$ cat config.mk
export PLATFORM = sky130hd
export DESIGN_NAME = can_irq_and_powerdown
export DESIGN_NICKNAME = d
export VERILOG_FILES = /design/src/design/cip_pkg.sv /design/src/design/cip_mbx_vector.sv /design/src/design/cip_bus_idle.sv /design/src/design/can_irq_and_powerdown.sv
export SDC_FILE = /design/constraint.sdc
export NUM_CORES = 1
export LEC_CHECK = 0
export ABC_CLOCK_PERIOD_IN_PS = 2500
export BUFFER_PORTS_ARGS = -buffer_cell sky130_fd_sc_hd__clkbuf_2
export CAP_MARGIN = 10
export CORE_AREA = 10 10 173 175
export CTS_CLUSTER_DIAMETER = 60
export DETAILED_ROUTE_END_ITERATION = 8
export DIE_AREA = 0 0 183 185
export SLEW_MARGIN = 20
export SYNTH_ARGS = -nofsm -noshare
export SYNTH_HDL_FRONTEND = slang
export SYNTH_HIERARCHICAL = 1
export SYNTH_SLANG_ARGS = --single-unit
$ cat constraint.sdc
create_clock -name core_clk -period 2.5 [get_ports core_clk]
set_input_delay 0.25 -clock core_clk [delete_from_list [all_inputs] [get_ports core_clk]]
set_output_delay 0.25 -clock core_clk [all_outputs]
set_load 0.05 [all_outputs]
$ cat src/design/cip_pkg.sv
// Constants, flag layout and states for the interrupt and power-down block
package cip_pkg;
  localparam int FLAG_W = 18;
  localparam int F_VEC = 0;
  localparam int F_WLIF = 8;
  localparam int F_EPIF = 9;
  localparam int F_BOIF = 10;
  localparam int F_RMLIF = 11;
  localparam int F_WUIF = 12;
  localparam int F_WDIF = 13;
  localparam int F_AAIF = 14;
  localparam int F_GMIF = 15;
  localparam int F_TCOF = 16;
  localparam int F_MTOF = 17;
  localparam int M_LINE0_ENABLE = 0;
  localparam int M_LINE1_ENABLE = 1;
  localparam int M_GIL = 2;
  localparam int M_WARNING_LEVEL_MASK = 9;
  localparam int M_ERROR_PASSIVE_MASK = 10;
  localparam int M_BUS_OFF_MASK = 11;
  localparam int M_WAKEUP_MASK = 12;
  localparam int M_WRITE_DENIED_MASK = 13;
  localparam int M_ABORT_IRQ_MASK = 14;
  localparam int M_RMLIM = 15;
  localparam int M_MTOM = 16;
  localparam int M_TCOM = 17;
  // System flag index 0..5: timestamp, write-denied, wakeup, bus-off, passive, warning
  localparam int SYS_N = 6;
  localparam int SYS_WU = 2;
  localparam int SYS_POS [SYS_N] = '{F_TCOF, F_WDIF, F_WUIF, F_BOIF, F_EPIF, F_WLIF};
  localparam int SYS_MPOS [SYS_N] = '{M_TCOM, M_WRITE_DENIED_MASK, M_WAKEUP_MASK, M_BUS_OFF_MASK, M_ERROR_PASSIVE_MASK, M_WARNING_LEVEL_MASK};
  localparam int MODULE_CLK_BIT = 14;
  localparam logic [15:0] PCLK_CTRL_RESET = 16'h0000;
  localparam logic [31:0] ES_PD_READ = 32'h00000008;
  localparam logic [31:0] PD_READ_OTHER = 32'h00000000;
  localparam int IDLE_BITS = 11;
  localparam int CLK_PERIOD_NS = 25;
  localparam int BIT_TIME_NS = 1000;
  localparam int BIT_CYCLES = (BIT_TIME_NS + CLK_PERIOD_NS - 1) / CLK_PERIOD_NS;
  typedef enum logic [1:0] {
    PD_RUN = 2'b00,
    PD_DRAIN = 2'b01,
    PD_SLEEP = 2'b10,
    PD_WAKE = 2'b11
  } cip_pd_e;
endpackage

$ cat src/design/cip_mbx_vector.sv
// Highest-numbered pending mailbox finder
module cip_mbx_vector import cip_pkg::*; #(
  parameter int MBX_NUM = 32
) (
  input wire logic [MBX_NUM-1:0] req,
  output logic [4:0] vector
);
  always_comb begin
    vector = 5'h00;
    for (int i = 0; i < MBX_NUM; i++) begin
      if (req[i]) begin
        vector = 5'(i);
      end
    end
  end
endmodule

$ cat src/design/cip_bus_idle.sv
// Receive pin synchroniser, bit-rate divider and recessive-run counter
module cip_bus_idle import cip_pkg::*; #(
  parameter int BIT_CYC = BIT_CYCLES
) (
  input wire logic core_clk,
  input wire logic sys_rst,
  input wire logic busRxPin,
  input wire logic restart,
  output logic activity,
  output logic idleDone
);
  localparam int DW = $clog2(BIT_CYC + 1);
  localparam logic [DW-1:0] DIV_LAST = DW'(BIT_CYC - 1);
  localparam logic [3:0] RUN_LEN = 4'(IDLE_BITS);
  logic rxMeta;
  logic rxSync;
  logic [DW-1:0] divCnt;
  logic [3:0] runCnt;
  logic bitTick;

  always_ff @(posedge core_clk) begin
    if (sys_rst) begin
      rxMeta <= 1'b1;
      rxSync <= 1'b1;
    end else begin
      rxMeta <= busRxPin;
      rxSync <= rxMeta;
    end
  end

  assign bitTick = (divCnt == DIV_LAST);
  assign activity = ~rxSync;
  assign idleDone = (runCnt == RUN_LEN);

  always_ff @(posedge core_clk) begin
    if (sys_rst || restart || bitTick) begin
      divCnt <= '0;
    end else begin
      divCnt <= divCnt + 1'b1;
    end
  end

  // Any dominant sample restarts the recessive run
  always_ff @(posedge core_clk) begin
    if (sys_rst || restart) begin
      runCnt <= 4'h0;
    end else if (bitTick) begin
      if (!rxSync) begin
        runCnt <= 4'h0;
      end else if (runCnt != RUN_LEN) begin
        runCnt <= runCnt + 4'h1;
      end
    end
  end

  run_needs_ticks_a: assert property (@(posedge core_clk) disable iff (sys_rst)
    $rose(idleDone) |-> $past(bitTick) && $past(rxSync))
    else $error("idle reached without a recessive bit sample");
endmodule

$ cat src/design/can_irq_and_powerdown.sv
// Interrupt flag routing, clearing and local power-down control
module can_irq_and_powerdown import cip_pkg::*; #(
  parameter int MBX_NUM = 32,
  parameter int BIT_CYC = BIT_CYCLES
) (
  input wire logic core_clk,
  input wire logic sys_rst,
  input wire logic [MBX_NUM-1:0] mailboxEnable,
  input wire logic [MBX_NUM-1:0] mailboxDirRx,
  input wire logic [MBX_NUM-1:0] txAckBits,
  input wire logic [MBX_NUM-1:0] rxPendingBits,
  input wire logic [MBX_NUM-1:0] abortAckBits,
  input wire logic [MBX_NUM-1:0] rxLostBits,
  input wire logic [MBX_NUM-1:0] mailboxTimeoutStatus,
  input wire logic [MBX_NUM-1:0] mailboxLevel,
  input wire logic [MBX_NUM-1:0] mailboxMask,
  input wire logic [FLAG_W-1:0] globalIrqMask,
  input wire logic tsOverflowEvt,
  input wire logic writeDeniedEvt,
  input wire logic busOffEvt,
  input wire logic errPassiveEvt,
  input wire logic warnLevelEvt,
  input wire logic flagWrite0,
  input wire logic flagWrite1,
  input wire logic [FLAG_W-1:0] flagWriteData,
  input wire logic pdrSet,
  input wire logic pdrClear,
  input wire logic wakeOnBusActivity,
  input wire logic txInProgress,
  input wire logic [15:0] periphClkCtrl,
  input wire logic busRxPin,
  input wire logic readIsErrorStatus,
  input wire logic [31:0] normalReadData,
  output logic [FLAG_W-1:0] irqFlags0,
  output logic [FLAG_W-1:0] irqFlags1,
  output logic irqLine0,
  output logic irqLine1,
  output logic powerdownRequest,
  output logic powerdownAck,
  output logic moduleClkEnable,
  output logic busActive,
  output logic [31:0] readData
);
  cip_pd_e pdState;
  cip_pd_e next_pdState;
  logic global_level_select;
  logic [SYS_N-1:0] sysEvt;
  logic [SYS_N-1:0] sysFlag0;
  logic [SYS_N-1:0] sysFlag1;
  logic [MBX_NUM-1:0] doneAll;
  logic [MBX_NUM-1:0] doneReq0;
  logic [MBX_NUM-1:0] doneReq1;
  logic [MBX_NUM-1:0] toReq0;
  logic [MBX_NUM-1:0] toReq1;
  logic [4:0] vecNext0;
  logic [4:0] vecNext1;
  logic [4:0] vec0;
  logic [4:0] vec1;
  logic gm0;
  logic gm1;
  logic mto0;
  logic mto1;
  logic aaNow;
  logic rmlNow;
  logic aa0;
  logic aa1;
  logic rml0;
  logic rml1;
  logic [FLAG_W-1:0] prevFlags0;
  logic [FLAG_W-1:0] prevFlags1;
  logic [FLAG_W-1:0] flagMaskVec;
  logic fell0;
  logic fell1;
  logic busWake;
  logic idleDone;
  logic wakeDone;

  assign global_level_select = globalIrqMask[M_GIL];
  assign sysEvt = {warnLevelEvt, errPassiveEvt, busOffEvt, wakeDone, writeDeniedEvt,
                   tsOverflowEvt};

  // Mailbox sources are levels from the mailbox status bits
  assign doneAll = mailboxEnable & mailboxMask &
                   ((mailboxDirRx & rxPendingBits) | (~mailboxDirRx & txAckBits));
  assign doneReq0 = doneAll & ~mailboxLevel;
  assign doneReq1 = doneAll & mailboxLevel;
  assign toReq0 = mailboxEnable & mailboxTimeoutStatus & ~mailboxLevel;
  assign toReq1 = mailboxEnable & mailboxTimeoutStatus & mailboxLevel;
  assign aaNow = |(abortAckBits & mailboxEnable);
  assign rmlNow = |(rxLostBits & rxPendingBits & mailboxEnable);

  cip_mbx_vector #(.MBX_NUM(MBX_NUM)) u_vec0 (
    .req(doneReq0),
    .vector(vecNext0)
  );

  cip_mbx_vector #(.MBX_NUM(MBX_NUM)) u_vec1 (
    .req(doneReq1),
    .vector(vecNext1)
  );

  always_ff @(posedge core_clk) begin
    if (sys_rst) begin
      gm0 <= 1'b0;
      gm1 <= 1'b0;
      vec0 <= 5'h00;
      vec1 <= 5'h00;
      mto0 <= 1'b0;
      mto1 <= 1'b0;
    end else begin
      gm0 <= |doneReq0;
      gm1 <= |doneReq1;
      vec0 <= vecNext0;
      vec1 <= vecNext1;
      mto0 <= |toReq0;
      mto1 <= |toReq1;
    end
  end

  always_ff @(posedge core_clk) begin
    if (sys_rst) begin
      aa0 <= 1'b0;
      aa1 <= 1'b0;
      rml0 <= 1'b0;
      rml1 <= 1'b0;
    end else begin
      aa0 <= aaNow & ~global_level_select;
      aa1 <= aaNow & global_level_select;
      rml0 <= rmlNow & ~global_level_select;
      rml1 <= rmlNow & global_level_select;
    end
  end

  // Sticky system flags: a set in the clearing cycle wins
  for (genvar gi = 0; gi < SYS_N; gi++) begin : g_sys
    always_ff @(posedge core_clk) begin
      if (sys_rst) begin
        sysFlag0[gi] <= 1'b0;
        sysFlag1[gi] <= 1'b0;
      end else begin
        sysFlag0[gi] <= (sysEvt[gi] & ~global_level_select) |
                        (sysFlag0[gi] & ~(flagWrite0 & flagWriteData[SYS_POS[gi]]));
        sysFlag1[gi] <= (sysEvt[gi] & global_level_select) |
                        (sysFlag1[gi] & ~(flagWrite1 & flagWriteData[SYS_POS[gi]]));
      end
    end
  end

  function automatic logic [FLAG_W-1:0] packFlags(input logic [SYS_N-1:0] sys,
      input logic mto, input logic gm, input logic aa, input logic rx_lost_bits,
      input logic [4:0] vec);
    logic [FLAG_W-1:0] f;
    f = '0;
    for (int k = 0; k < SYS_N; k++) begin
      f[SYS_POS[k]] = sys[k];
    end
    f[F_MTOF] = mto;
    f[F_GMIF] = gm;
    f[F_AAIF] = aa;
    f[F_RMLIF] = rx_lost_bits;
    f[F_VEC +: 5] = gm ? vec : 5'h00;
    return f;
  endfunction

  assign irqFlags0 = packFlags(sysFlag0, mto0, gm0, aa0, rml0, vec0);
  assign irqFlags1 = packFlags(sysFlag1, mto1, gm1, aa1, rml1, vec1);

  // Flag bits that may drive a line; mailbox done is gated per mailbox already
  always_comb begin
    flagMaskVec = '0;
    for (int k = 0; k < SYS_N; k++) begin
      flagMaskVec[SYS_POS[k]] = globalIrqMask[SYS_MPOS[k]];
    end
    flagMaskVec[F_AAIF] = globalIrqMask[M_ABORT_IRQ_MASK];
    flagMaskVec[F_RMLIF] = globalIrqMask[M_RMLIM];
    flagMaskVec[F_MTOF] = globalIrqMask[M_MTOM];
    flagMaskVec[F_GMIF] = 1'b1;
  end

  // A cleared flag drops the line one cycle so leftovers raise a fresh edge
  assign fell0 = |(prevFlags0 & ~irqFlags0 & ~FLAG_W'(32'h1f));
  assign fell1 = |(prevFlags1 & ~irqFlags1 & ~FLAG_W'(32'h1f));

  always_ff @(posedge core_clk) begin
    if (sys_rst) begin
      prevFlags0 <= '0;
      prevFlags1 <= '0;
      irqLine0 <= 1'b0;
      irqLine1 <= 1'b0;
    end else begin
      prevFlags0 <= irqFlags0;
      prevFlags1 <= irqFlags1;
      irqLine0 <= globalIrqMask[M_LINE0_ENABLE] & (|(irqFlags0 & flagMaskVec)) & ~fell0;
      irqLine1 <= globalIrqMask[M_LINE1_ENABLE] & (|(irqFlags1 & flagMaskVec)) & ~fell1;
    end
  end

  cip_bus_idle #(.BIT_CYC(BIT_CYC)) u_idle (
    .core_clk(core_clk),
    .sys_rst(sys_rst),
    .busRxPin(busRxPin),
    .restart(pdState != PD_WAKE),
    .activity(busWake),
    .idleDone(idleDone)
  );

  assign wakeDone = (pdState == PD_WAKE) && idleDone;

  always_comb begin
    next_pdState = pdState;
    case (pdState)
      PD_RUN: begin
        if (powerdownRequest) begin
          next_pdState = PD_DRAIN;
        end
      end
      PD_DRAIN: begin
        if (!powerdownRequest) begin
          next_pdState = PD_RUN;
        end else if (!txInProgress) begin
          next_pdState = PD_SLEEP;
        end
      end
      PD_SLEEP: begin
        if (!powerdownRequest || (wakeOnBusActivity && busWake)) begin
          next_pdState = PD_WAKE;
        end
      end
      PD_WAKE: begin
        if (idleDone) begin
          next_pdState = PD_RUN;
        end
      end
      default: begin
        next_pdState = PD_RUN;
      end
    endcase
  end

  always_ff @(posedge core_clk) begin
    if (sys_rst) begin
      pdState <= PD_RUN;
    end else begin
      pdState <= next_pdState;
    end
  end

  always_ff @(posedge core_clk) begin
    if (sys_rst) begin
      powerdownRequest <= 1'b0;
    end else if (wakeDone) begin
      powerdownRequest <= 1'b0;
    end else if (pdrSet) begin
      powerdownRequest <= 1'b1;
    end else if (pdrClear) begin
      powerdownRequest <= 1'b0;
    end
  end

  // Acknowledge and wakeup live on this always-on logic; only the module clock enable is gated
  assign powerdownAck = (pdState == PD_SLEEP);
  assign moduleClkEnable = periphClkCtrl[MODULE_CLK_BIT] & (pdState != PD_SLEEP);
  assign busActive = (pdState == PD_RUN) || (pdState == PD_DRAIN);

  always_ff @(posedge core_clk) begin
    if (sys_rst) begin
      readData <= 32'h00000000;
    end else if (pdState == PD_SLEEP) begin
      readData <= readIsErrorStatus ? ES_PD_READ : PD_READ_OTHER;
    end else begin
      readData <= normalReadData;
    end
  end

  route_global_a: assert property (@(posedge core_clk) disable iff (sys_rst)
    writeDeniedEvt && global_level_select |=> irqFlags1[F_WDIF] && !$rose(irqFlags0[F_WDIF]))
    else $error("write-denied event not routed to register 1");

  w1c_clear_a: assert property (@(posedge core_clk) disable iff (sys_rst)
    flagWrite0 && flagWriteData[F_BOIF] && !(busOffEvt && !global_level_select) |=> !irqFlags0[F_BOIF])
    else $error("bus-off flag survived a write of one");

  write_zero_a: assert property (@(posedge core_clk) disable iff (sys_rst)
    irqFlags0[F_WLIF] && !(flagWrite0 && flagWriteData[F_WLIF]) |=> irqFlags0[F_WLIF])
    else $error("warning flag lost without a clearing write");

  timeout_hold_a: assert property (@(posedge core_clk) disable iff (sys_rst)
    flagWrite0 && flagWriteData[F_MTOF] && (|toReq0) |=> irqFlags0[F_MTOF])
    else $error("timeout flag cleared by a direct write");

  vector_match_a: assert property (@(posedge core_clk) disable iff (sys_rst)
    irqFlags1[F_GMIF] |-> $past(|doneReq1) &&
      ($past(doneReq1) >> irqFlags1[4:0]) == MBX_NUM'(1))
    else $error("vector is not the highest pending mailbox");

  line_release_a: assert property (@(posedge core_clk) disable iff (sys_rst)
    irqLine0 |-> $past(globalIrqMask[M_LINE0_ENABLE]) && $past(|(irqFlags0 & flagMaskVec)))
    else $error("line 0 raised without an unmasked flag");

  ack_after_tx_a: assert property (@(posedge core_clk) disable iff (sys_rst)
    $rose(powerdownAck) |-> $past(!txInProgress) && $past(powerdownRequest))
    else $error("acknowledge while a transmission ran");

  sleep_read_a: assert property (@(posedge core_clk) disable iff (sys_rst)
    powerdownAck ##1 powerdownAck |-> readData == ($past(readIsErrorStatus) ? ES_PD_READ : 32'h0))
    else $error("wrong read value in power-down");

  wake_exit_a: assert property (@(posedge core_clk) disable iff (sys_rst)
    wakeDone |=> !powerdownRequest && !powerdownAck && busActive && irqFlags0[F_WUIF] | irqFlags1[F_WUIF])
    else $error("wake exit left request set or no wakeup flag");

  wake_gate_a: assert property (@(posedge core_clk) disable iff (sys_rst)
    $rose(busActive) && $past(pdState == PD_WAKE) |-> $past(idleDone))
    else $error("bus active before the recessive run");
endmodule

==> impl_metrics.json, run 1 <==
{
  "run_status": "finished clean",
  "final_cell_mix": "clkbuf_2 (421), dfxtp_1 (99), nand2_1 (89)",
  "area_growth_pct": 49.1,
  "final_common_cell": "clkbuf_2",
  "gp_congestion": 0.987,
  "slowest_delay_ns": 0.57,
  "clk_path_buf_depth": 2,
  "synth_top_cells_by_area": "dfxtp_1 (33%), nand2_1 (5.6%), mux2i_1 (5.5%), nand3_1 (5.1%), and2_1 (4.3%)",
  "reg2reg_from": "u_idle/runCnt[0]",
  "grt_max_degree": 36,
  "antenna_found_initial": 8,
  "path_max_fanout": 4,
  "grt_pass1_wl_um": 51400,
  "crit_required_ns": 2.72,
  "start_kind": "input port",
  "rr_worst_depth": 5,
  "whs_endpoint": "u_idle/rxMeta",
  "rsz0062_at_grt": "no",
  "grt.overflow.total": 0,
  "highest_layer": "met5",
  "crit_arrival_ns": 2.08,
  "finalHoldViolations": 0,
  "peakVddDrop_uv": 299,
  "tightest_slew_ns": 0.894,
  "io_buffers": 421,
  "dieHeight_um": 185,
  "avgSynthCellArea_um2": 7.69,
  "clock_skew_ns": 0.0107,
  "criticalPathCategory": "input port to register",
  "cts_sinks": 99,
  "start_util_pct": 22.4,
  "nets": 1608,
  "post_drt_wl_per_cell_um": 23.8,
  "path_cells": "clkbuf_2, mux2i_1, nor3b_1, or4_4, o21bai_1, a21boi_1, o211ai_2, nor2b_1",
  "dpl.cell_count": 1549,
  "cts_tree": "built",
  "drv_cap": 0,
  "setup_viol_count_final": 0,
  "power_density_nw_per_um2": 490,
  "coreArea_um2": 26600,
  "drtIter0Drc": 373,
  "drc": 0,
  "slew_headroom_pct": 39.9,
  "routed_wl_um": 37400,
  "drive_above_1_share_pct": 39.0,
  "synth_top_area_share_pct": 33.3,
  "drv_slew": 0,
  "yosysSeqAreaShare_pct": 33.3,
  "cts_hold_buf": 0,
  "layout.cells.non_filler": 1569,
  "detail_route.first_pass.iterations": 5,
  "ys.flop_type": "dfxtp_1",
  "rrSetupSlack_ns": 1.00,
  "whs_path_depth": 2,
  "clk_pin_slew_worst_paths_ns": 0.07,
  "min_period_ns": 1.86,
  "cts_htree_levels": 3,
  "synth_top_area_cell": "dfxtp_1",
  "post-cts-setup-buffers": 0,
  "vias_per_cell": 4.97,
  "cts_buffers": 9,
  "wl_met1_um": 12500,
  "async_reset_ff_share_pct": 0,
  "die_area_um2": 33900,
  "core.rowCount": 60,
  "synth_seq_cells": 99,
  "clk-insertion-delay-late_ns": 0.34,
  "wl_met3_um": 3370,
  "ant_nets": 0,
  "synthCells": 775,
  "cts.repair.resized": 0,
  "fin_crit_sh_pct": 74.3,
  "met2_length_um": 19300,
  "syn_area_um2": 5960,
  "crit_path_end_kind": "register",
  "pin_count": 461,
  "r2r_end": "u_idle/runCnt[0]",
  "power_w": 0.00435,
  "synth_edf_count": 0,
  "dp_hpwl_um": 33500,
  "fmax_mhz": 539,
  "tns_ns": 0,
  "hold_class": "input port to register",
  "grt_usage_pct": 20.8,
  "synth_cell_types": 49,
  "grt_pass1_vias": 8163,
  "synth_warnings": 6,
  "num_vias": 7795,
  "hp-start": "busRxPin",
  "cpMaxStageDelayCell": "or4_4",
  "power_leakage_nw": 4.30,
  "cts_root_buf": "clkbuf_16",
  "die_width_um": 183
}
[cell families after synthesis]
logic type,Yosys count,share of synthesized area [%]
compound gates,125,14.8
xor+xnor,4,0.588
fa+ha+maj,2,0.420
buf+inv,56,4.41
flops,99,33.3
mux,33,5.54
other cells,1,0.0629
simple gates,455,40.9
[report_power, final]
group | leakage (nW) | internal [W] | switching (W)
clock network | 0.130 | 0.000684 | 0.000603
logic | 3.35 | 0.000515 | 0.000827
registers | 0.818 | 0.00167 | 0.0000569
[how the worst max path moves through the flow]
stage                           from               to  slack (ns)  cells past startpoint
floorplan                   register  moduleClkEnable        0.28                      3
global placement    mailboxDirRx[12]          vec1[2]        0.31                      8
detailed placement  mailboxDirRx[12]          vec1[2]        0.29                      8
CTS                 mailboxDirRx[12]          vec1[2]        0.67                      8
global route        mailboxEnable[5]          vec1[0]        0.53                      8
finish              mailboxDirRx[12]          vec1[2]        0.64                      8
[flip-flops by register name, indices dropped and copies added, names as in the netlist, 5 cells and up, named ones only]
register and count:
irqFlags0 6, irqFlags1 6, prevFlags0 10, prevFlags1 10, readData 32, u_idle/divCnt 6, vec0 5, vec1 5
[metal layers]
| layer | GRT usage (%) | vias to the layer above |
|---|---|---|
| met3 | 7.52 | 80 |
| met4 | 12.4 | 10 |
| met1 | 19.0 | 3559 |
| li1 | - | 3749 |
| met2 | 38.8 | 397 |
| met5 | 0 | - |
[critical path: cells and delay by family]
family          cells  cell delay (ns)
simple gates        3             0.89
buf+inv             1             0.10
mux                 1             0.34
compound gates      3             0.50
[per-stage QoR]
step | area, um^2 | hold WS (ns) | setup slack, ns | utilization (%)
final | 8890 | 0.0955 | 0.643 | 33.4
after global routing | 8880 | 0.0851 | 0.528 | 33.4
after detailed placement | 8600 | 0.397 | 0.294 | 32.4
after global placement | 8600 | 0.400 | 0.313 | 32.4
after floorplan | 5980 | 0.354 | 0.281 | -
after CTS | 8880 | 0.0808 | 0.665 | 33.4
[cell usage after synthesis (10+ instances only)]
master     n
nor3_1    42
clkbuf_1  10
a221oi_1  10
buf_4     14
nand4_1   17
nor2b_1   28
a31oi_1   10
nor3b_1   34
nor4_1    28
nor2_1    67
o22ai_1   21
inv_1     32
mux2i_1   33
nand3_1   61
nand2_1   89
a22oi_1   28
dfxtp_1   99
and2_1    41
a21oi_1   18
or4_1     13
[layout make-up]
class | instances | area, um^2
timing repair buffer | 452 | 2340
clock buffer | 10 | 229
fill | 2971 | 17700
antenna | 4 | 10.0
tap | 341 | 427
sequential | 99 | 1980
inverter | 32 | 120
clock inverter | 6 | 46.3
multi-input combinational | 625 | 3730
Power figures use the tool's default switching activity.
==> inputs of run 2 (changes only) <==
Settings changed: ABC_CLOCK_PERIOD_IN_PS 2500 to 1700, CORE_AREA 10 10 173 175 to 10 10 172 174, DIE_AREA 0 0 183 185 to 0 0 182 184.
Clock period 2.5 ns to 1.7 ns, I/O delays scaled along.
==> run 2 against run 1 <==
  * Worst hold slack got worse by 0.072 ns
  * Combinational power rose by 61%
  * Global-route usage grew 1.3 points
  * Critical endpoint is now rml1
  * Largest power group unchanged
  * Highest routed layer unchanged
==> impl_metrics.json, run 2 (synthesis results as in run 1) <==
{
  "post_drt_wl_per_cell_um": 23.6,
  "cp.depth": 6,
  "path_cells": "clkbuf_2, nand3_1, nand4_1, or4_4, or4_4, nor3b_1",
  "nFillCells": 2827,
  "largest_registers": "readData: 32 flops, prevFlags0: 10 flops, prevFlags1: 10 flops",
  "crit_arrival_ns": 1.90,
  "drtIter0Drc": 466,
  "crit_required_ns": 1.92,
  "grt.overflow.total": 0,
  "cpMostUsedCell": "or4_4",
  "cts_buffers": 9,
  "fin_crit_sh_pct": 98.6,
  "cts_sinks": 99,
  "coreArea_um2": 25900,
  "rsz0062_at_grt": "no",
  "critPathTopFamily": "simple AND/OR/NAND/NOR gates",
  "pin_count": 461,
  "gp_congestion": 1.03,
  "min_period_ns": 1.68,
  "peakVddDrop_uv": 618,
  "area_growth_pct": 61.7,
  "path_max_fanout": 4,
  "slew_headroom_pct": 50.9,
  "grt_usage_pct": 22.1,
  "die_width_um": 182,
  "final_cell_mix": "clkbuf_2 (421), buf_4 (126), dfxtp_1 (99)",
  "dp_hpwl_um": 35300,
  "clock_skew_ns": 0.00683,
  "vias_per_cell": 4.98,
  "reg2reg_from": "u_idle/divCnt[0]",
  "power_density_nw_per_um2": 693,
  "start_kind": "input port",
  "finalHoldViolations": 0,
  "core.rowCount": 59,
  "cts_htree_levels": 3,
  "cp-endpoint": "rml1",
  "cts_tree": "built",
  "hold_class": "input port to register",
  "cts_root_buf": "clkbuf_16",
  "antenna_found_initial": 9,
  "drv_cap": 0,
  "start_util_pct": 23.0,
  "place_ws_ns": -0.419,
  "io_buffers": 421,
  "largest_reg_flops": 32,
  "num_vias": 8260,
  "detail_route.first_pass.iterations": 5,
  "power_leakage_nw": 4.79,
  "drc": 0,
  "drive_above_1_share_pct": 44.0,
  "r2r_end": "u_idle/runCnt[3]",
  "die_area_um2": 33500,
  "rrSetupSlack_ns": 0.21,
  "routed_wl_um": 39200,
  "grt_pass1_vias": 8983,
  "criticalPathCategory": "input port to register",
  "setup_viol_count_final": 0,
  "slowest_delay_ns": 0.59,
  "final_common_cell": "clkbuf_2",
  "dieHeight_um": 184,
  "rr_worst_depth": 4,
  "crit_buf_inv": 1,
  "clk_pin_slew_worst_paths_ns": 0.07,
  "fmax_mhz": 596,
  "grt_max_degree": 32,
  "drv_slew": 0,
  "ant_nets": 0,
  "crit_path_end_kind": "register",
  "grt_pass1_wl_um": 55400,
  "clk_path_buf_depth": 2,
  "tightest_slew_ns": 0.735,
  "nets": 1703,
  "finalWorstSetupSlack_ns": 0.0233,
  "holdWs_ns": 0.0240,
  "cpMaxStageDelayCell": "or4_4",
  "top_register": "readData",
  "clk-insertion-delay-late_ns": 0.35,
  "run_status": "finished clean",
  "crit_start": "mailboxEnable[18]"
}
[run 2: cell count changes in the layout (fill, tap and decap cells not counted), moves of 2 or more]
| cell | previous run | this run |
|---|---|---|
| buf_4 | 31 | 126 |
| clkinv_4 | 0 | 3 |
| clkinvlp_4 | 2 | 0 |
| inv_6 | 3 | 1 |
| inv_8 | 0 | 2 |
| mux2i_1 | 33 | 31 |
| mux2i_2 | 0 | 2 |
| or4_1 | 13 | 11 |
| or4_4 | 2 | 4 |
[run 2: worst register-to-register path: stages (launching register included)]
cell,delay [ns]
dfxtp_1,0.36
ha_1,0.25
nand4_4,0.18
or4_1,0.49
o22ai_1,0.15
[run 2: per-stage QoR]
stage          cells  setup TNS, ns  instance area, um^2  utilization (%)  total power, W
2_1_floorplan    780              0                 5990                -         0.00360
3_3_place_gp    1638          -2.74                 9320             36.0         0.00472
3_5_place_dp    1638          -2.71                 9320             36.0         0.00473
4_1_cts         1654              0                 9610             37.1         0.00675
5_1_grt         1656              0                 9630             37.2         0.00699
6_report        1657              0                 9640             37.2         0.00668
[run 2: how the worst min path moves through the flow]
stage	to	cells after the start	startpoint	slack [ns]
3_5_place_dp	readData[23]	2	normalReadData[23]	0.37
2_1_floorplan	u_idle/rxMeta	1	busRxPin	0.27
5_1_grt	readData[19]	2	normalReadData[19]	0.01
4_1_cts	readData[17]	2	normalReadData[17]	0.006
6_report	readData[5]	2	normalReadData[5]	0.02
3_3_place_gp	readData[11]	2	normalReadData[11]	0.37
[run 2: final cells by class]
type | count | area [um^2] | share of cell area (%)
multi-input cells | 625 | 3770 | 39.1
repair buffers | 547 | 3050 | 31.7
flip-flops and latches | 99 | 1980 | 20.6
well taps | 335 | 419 | 4.35
clock buffers | 10 | 229 | 2.38
inverters | 32 | 120 | 1.25
clock inverters | 6 | 57.6 | 0.597
diodes | 3 | 7.51 | 0.0779
[run 2: power breakdown]
group / total, W / internal, W / switching [W]
clock: 0.00198 / 0.00103 / 0.000956
combinational: 0.00216 / 0.000894 / 0.00127
sequential: 0.00253 / 0.00245 / 0.0000846
total: 0.00668 / 0.00437 / 0.00231
[run 2: timing repair]
item / CTS / global route
pin swaps: 0 / 0
gates resized for setup: 1 / 5
buffers inserted: 0 / 0
hold buffers: 0 / 0
endpoints found under the setup margin: 2 / 4
[run 2: routing by layer]
layer | track usage, % | up-vias | part of all wire [%]
met5 | 0 | - | 0.25
met4 | 14.4 | 12 | 6.7
met3 | 7.22 | 97 | 9.1
met2 | 41.1 | 441 | 51
met1 | 20.3 | 3783 | 33
li1 | - | 3927 | -
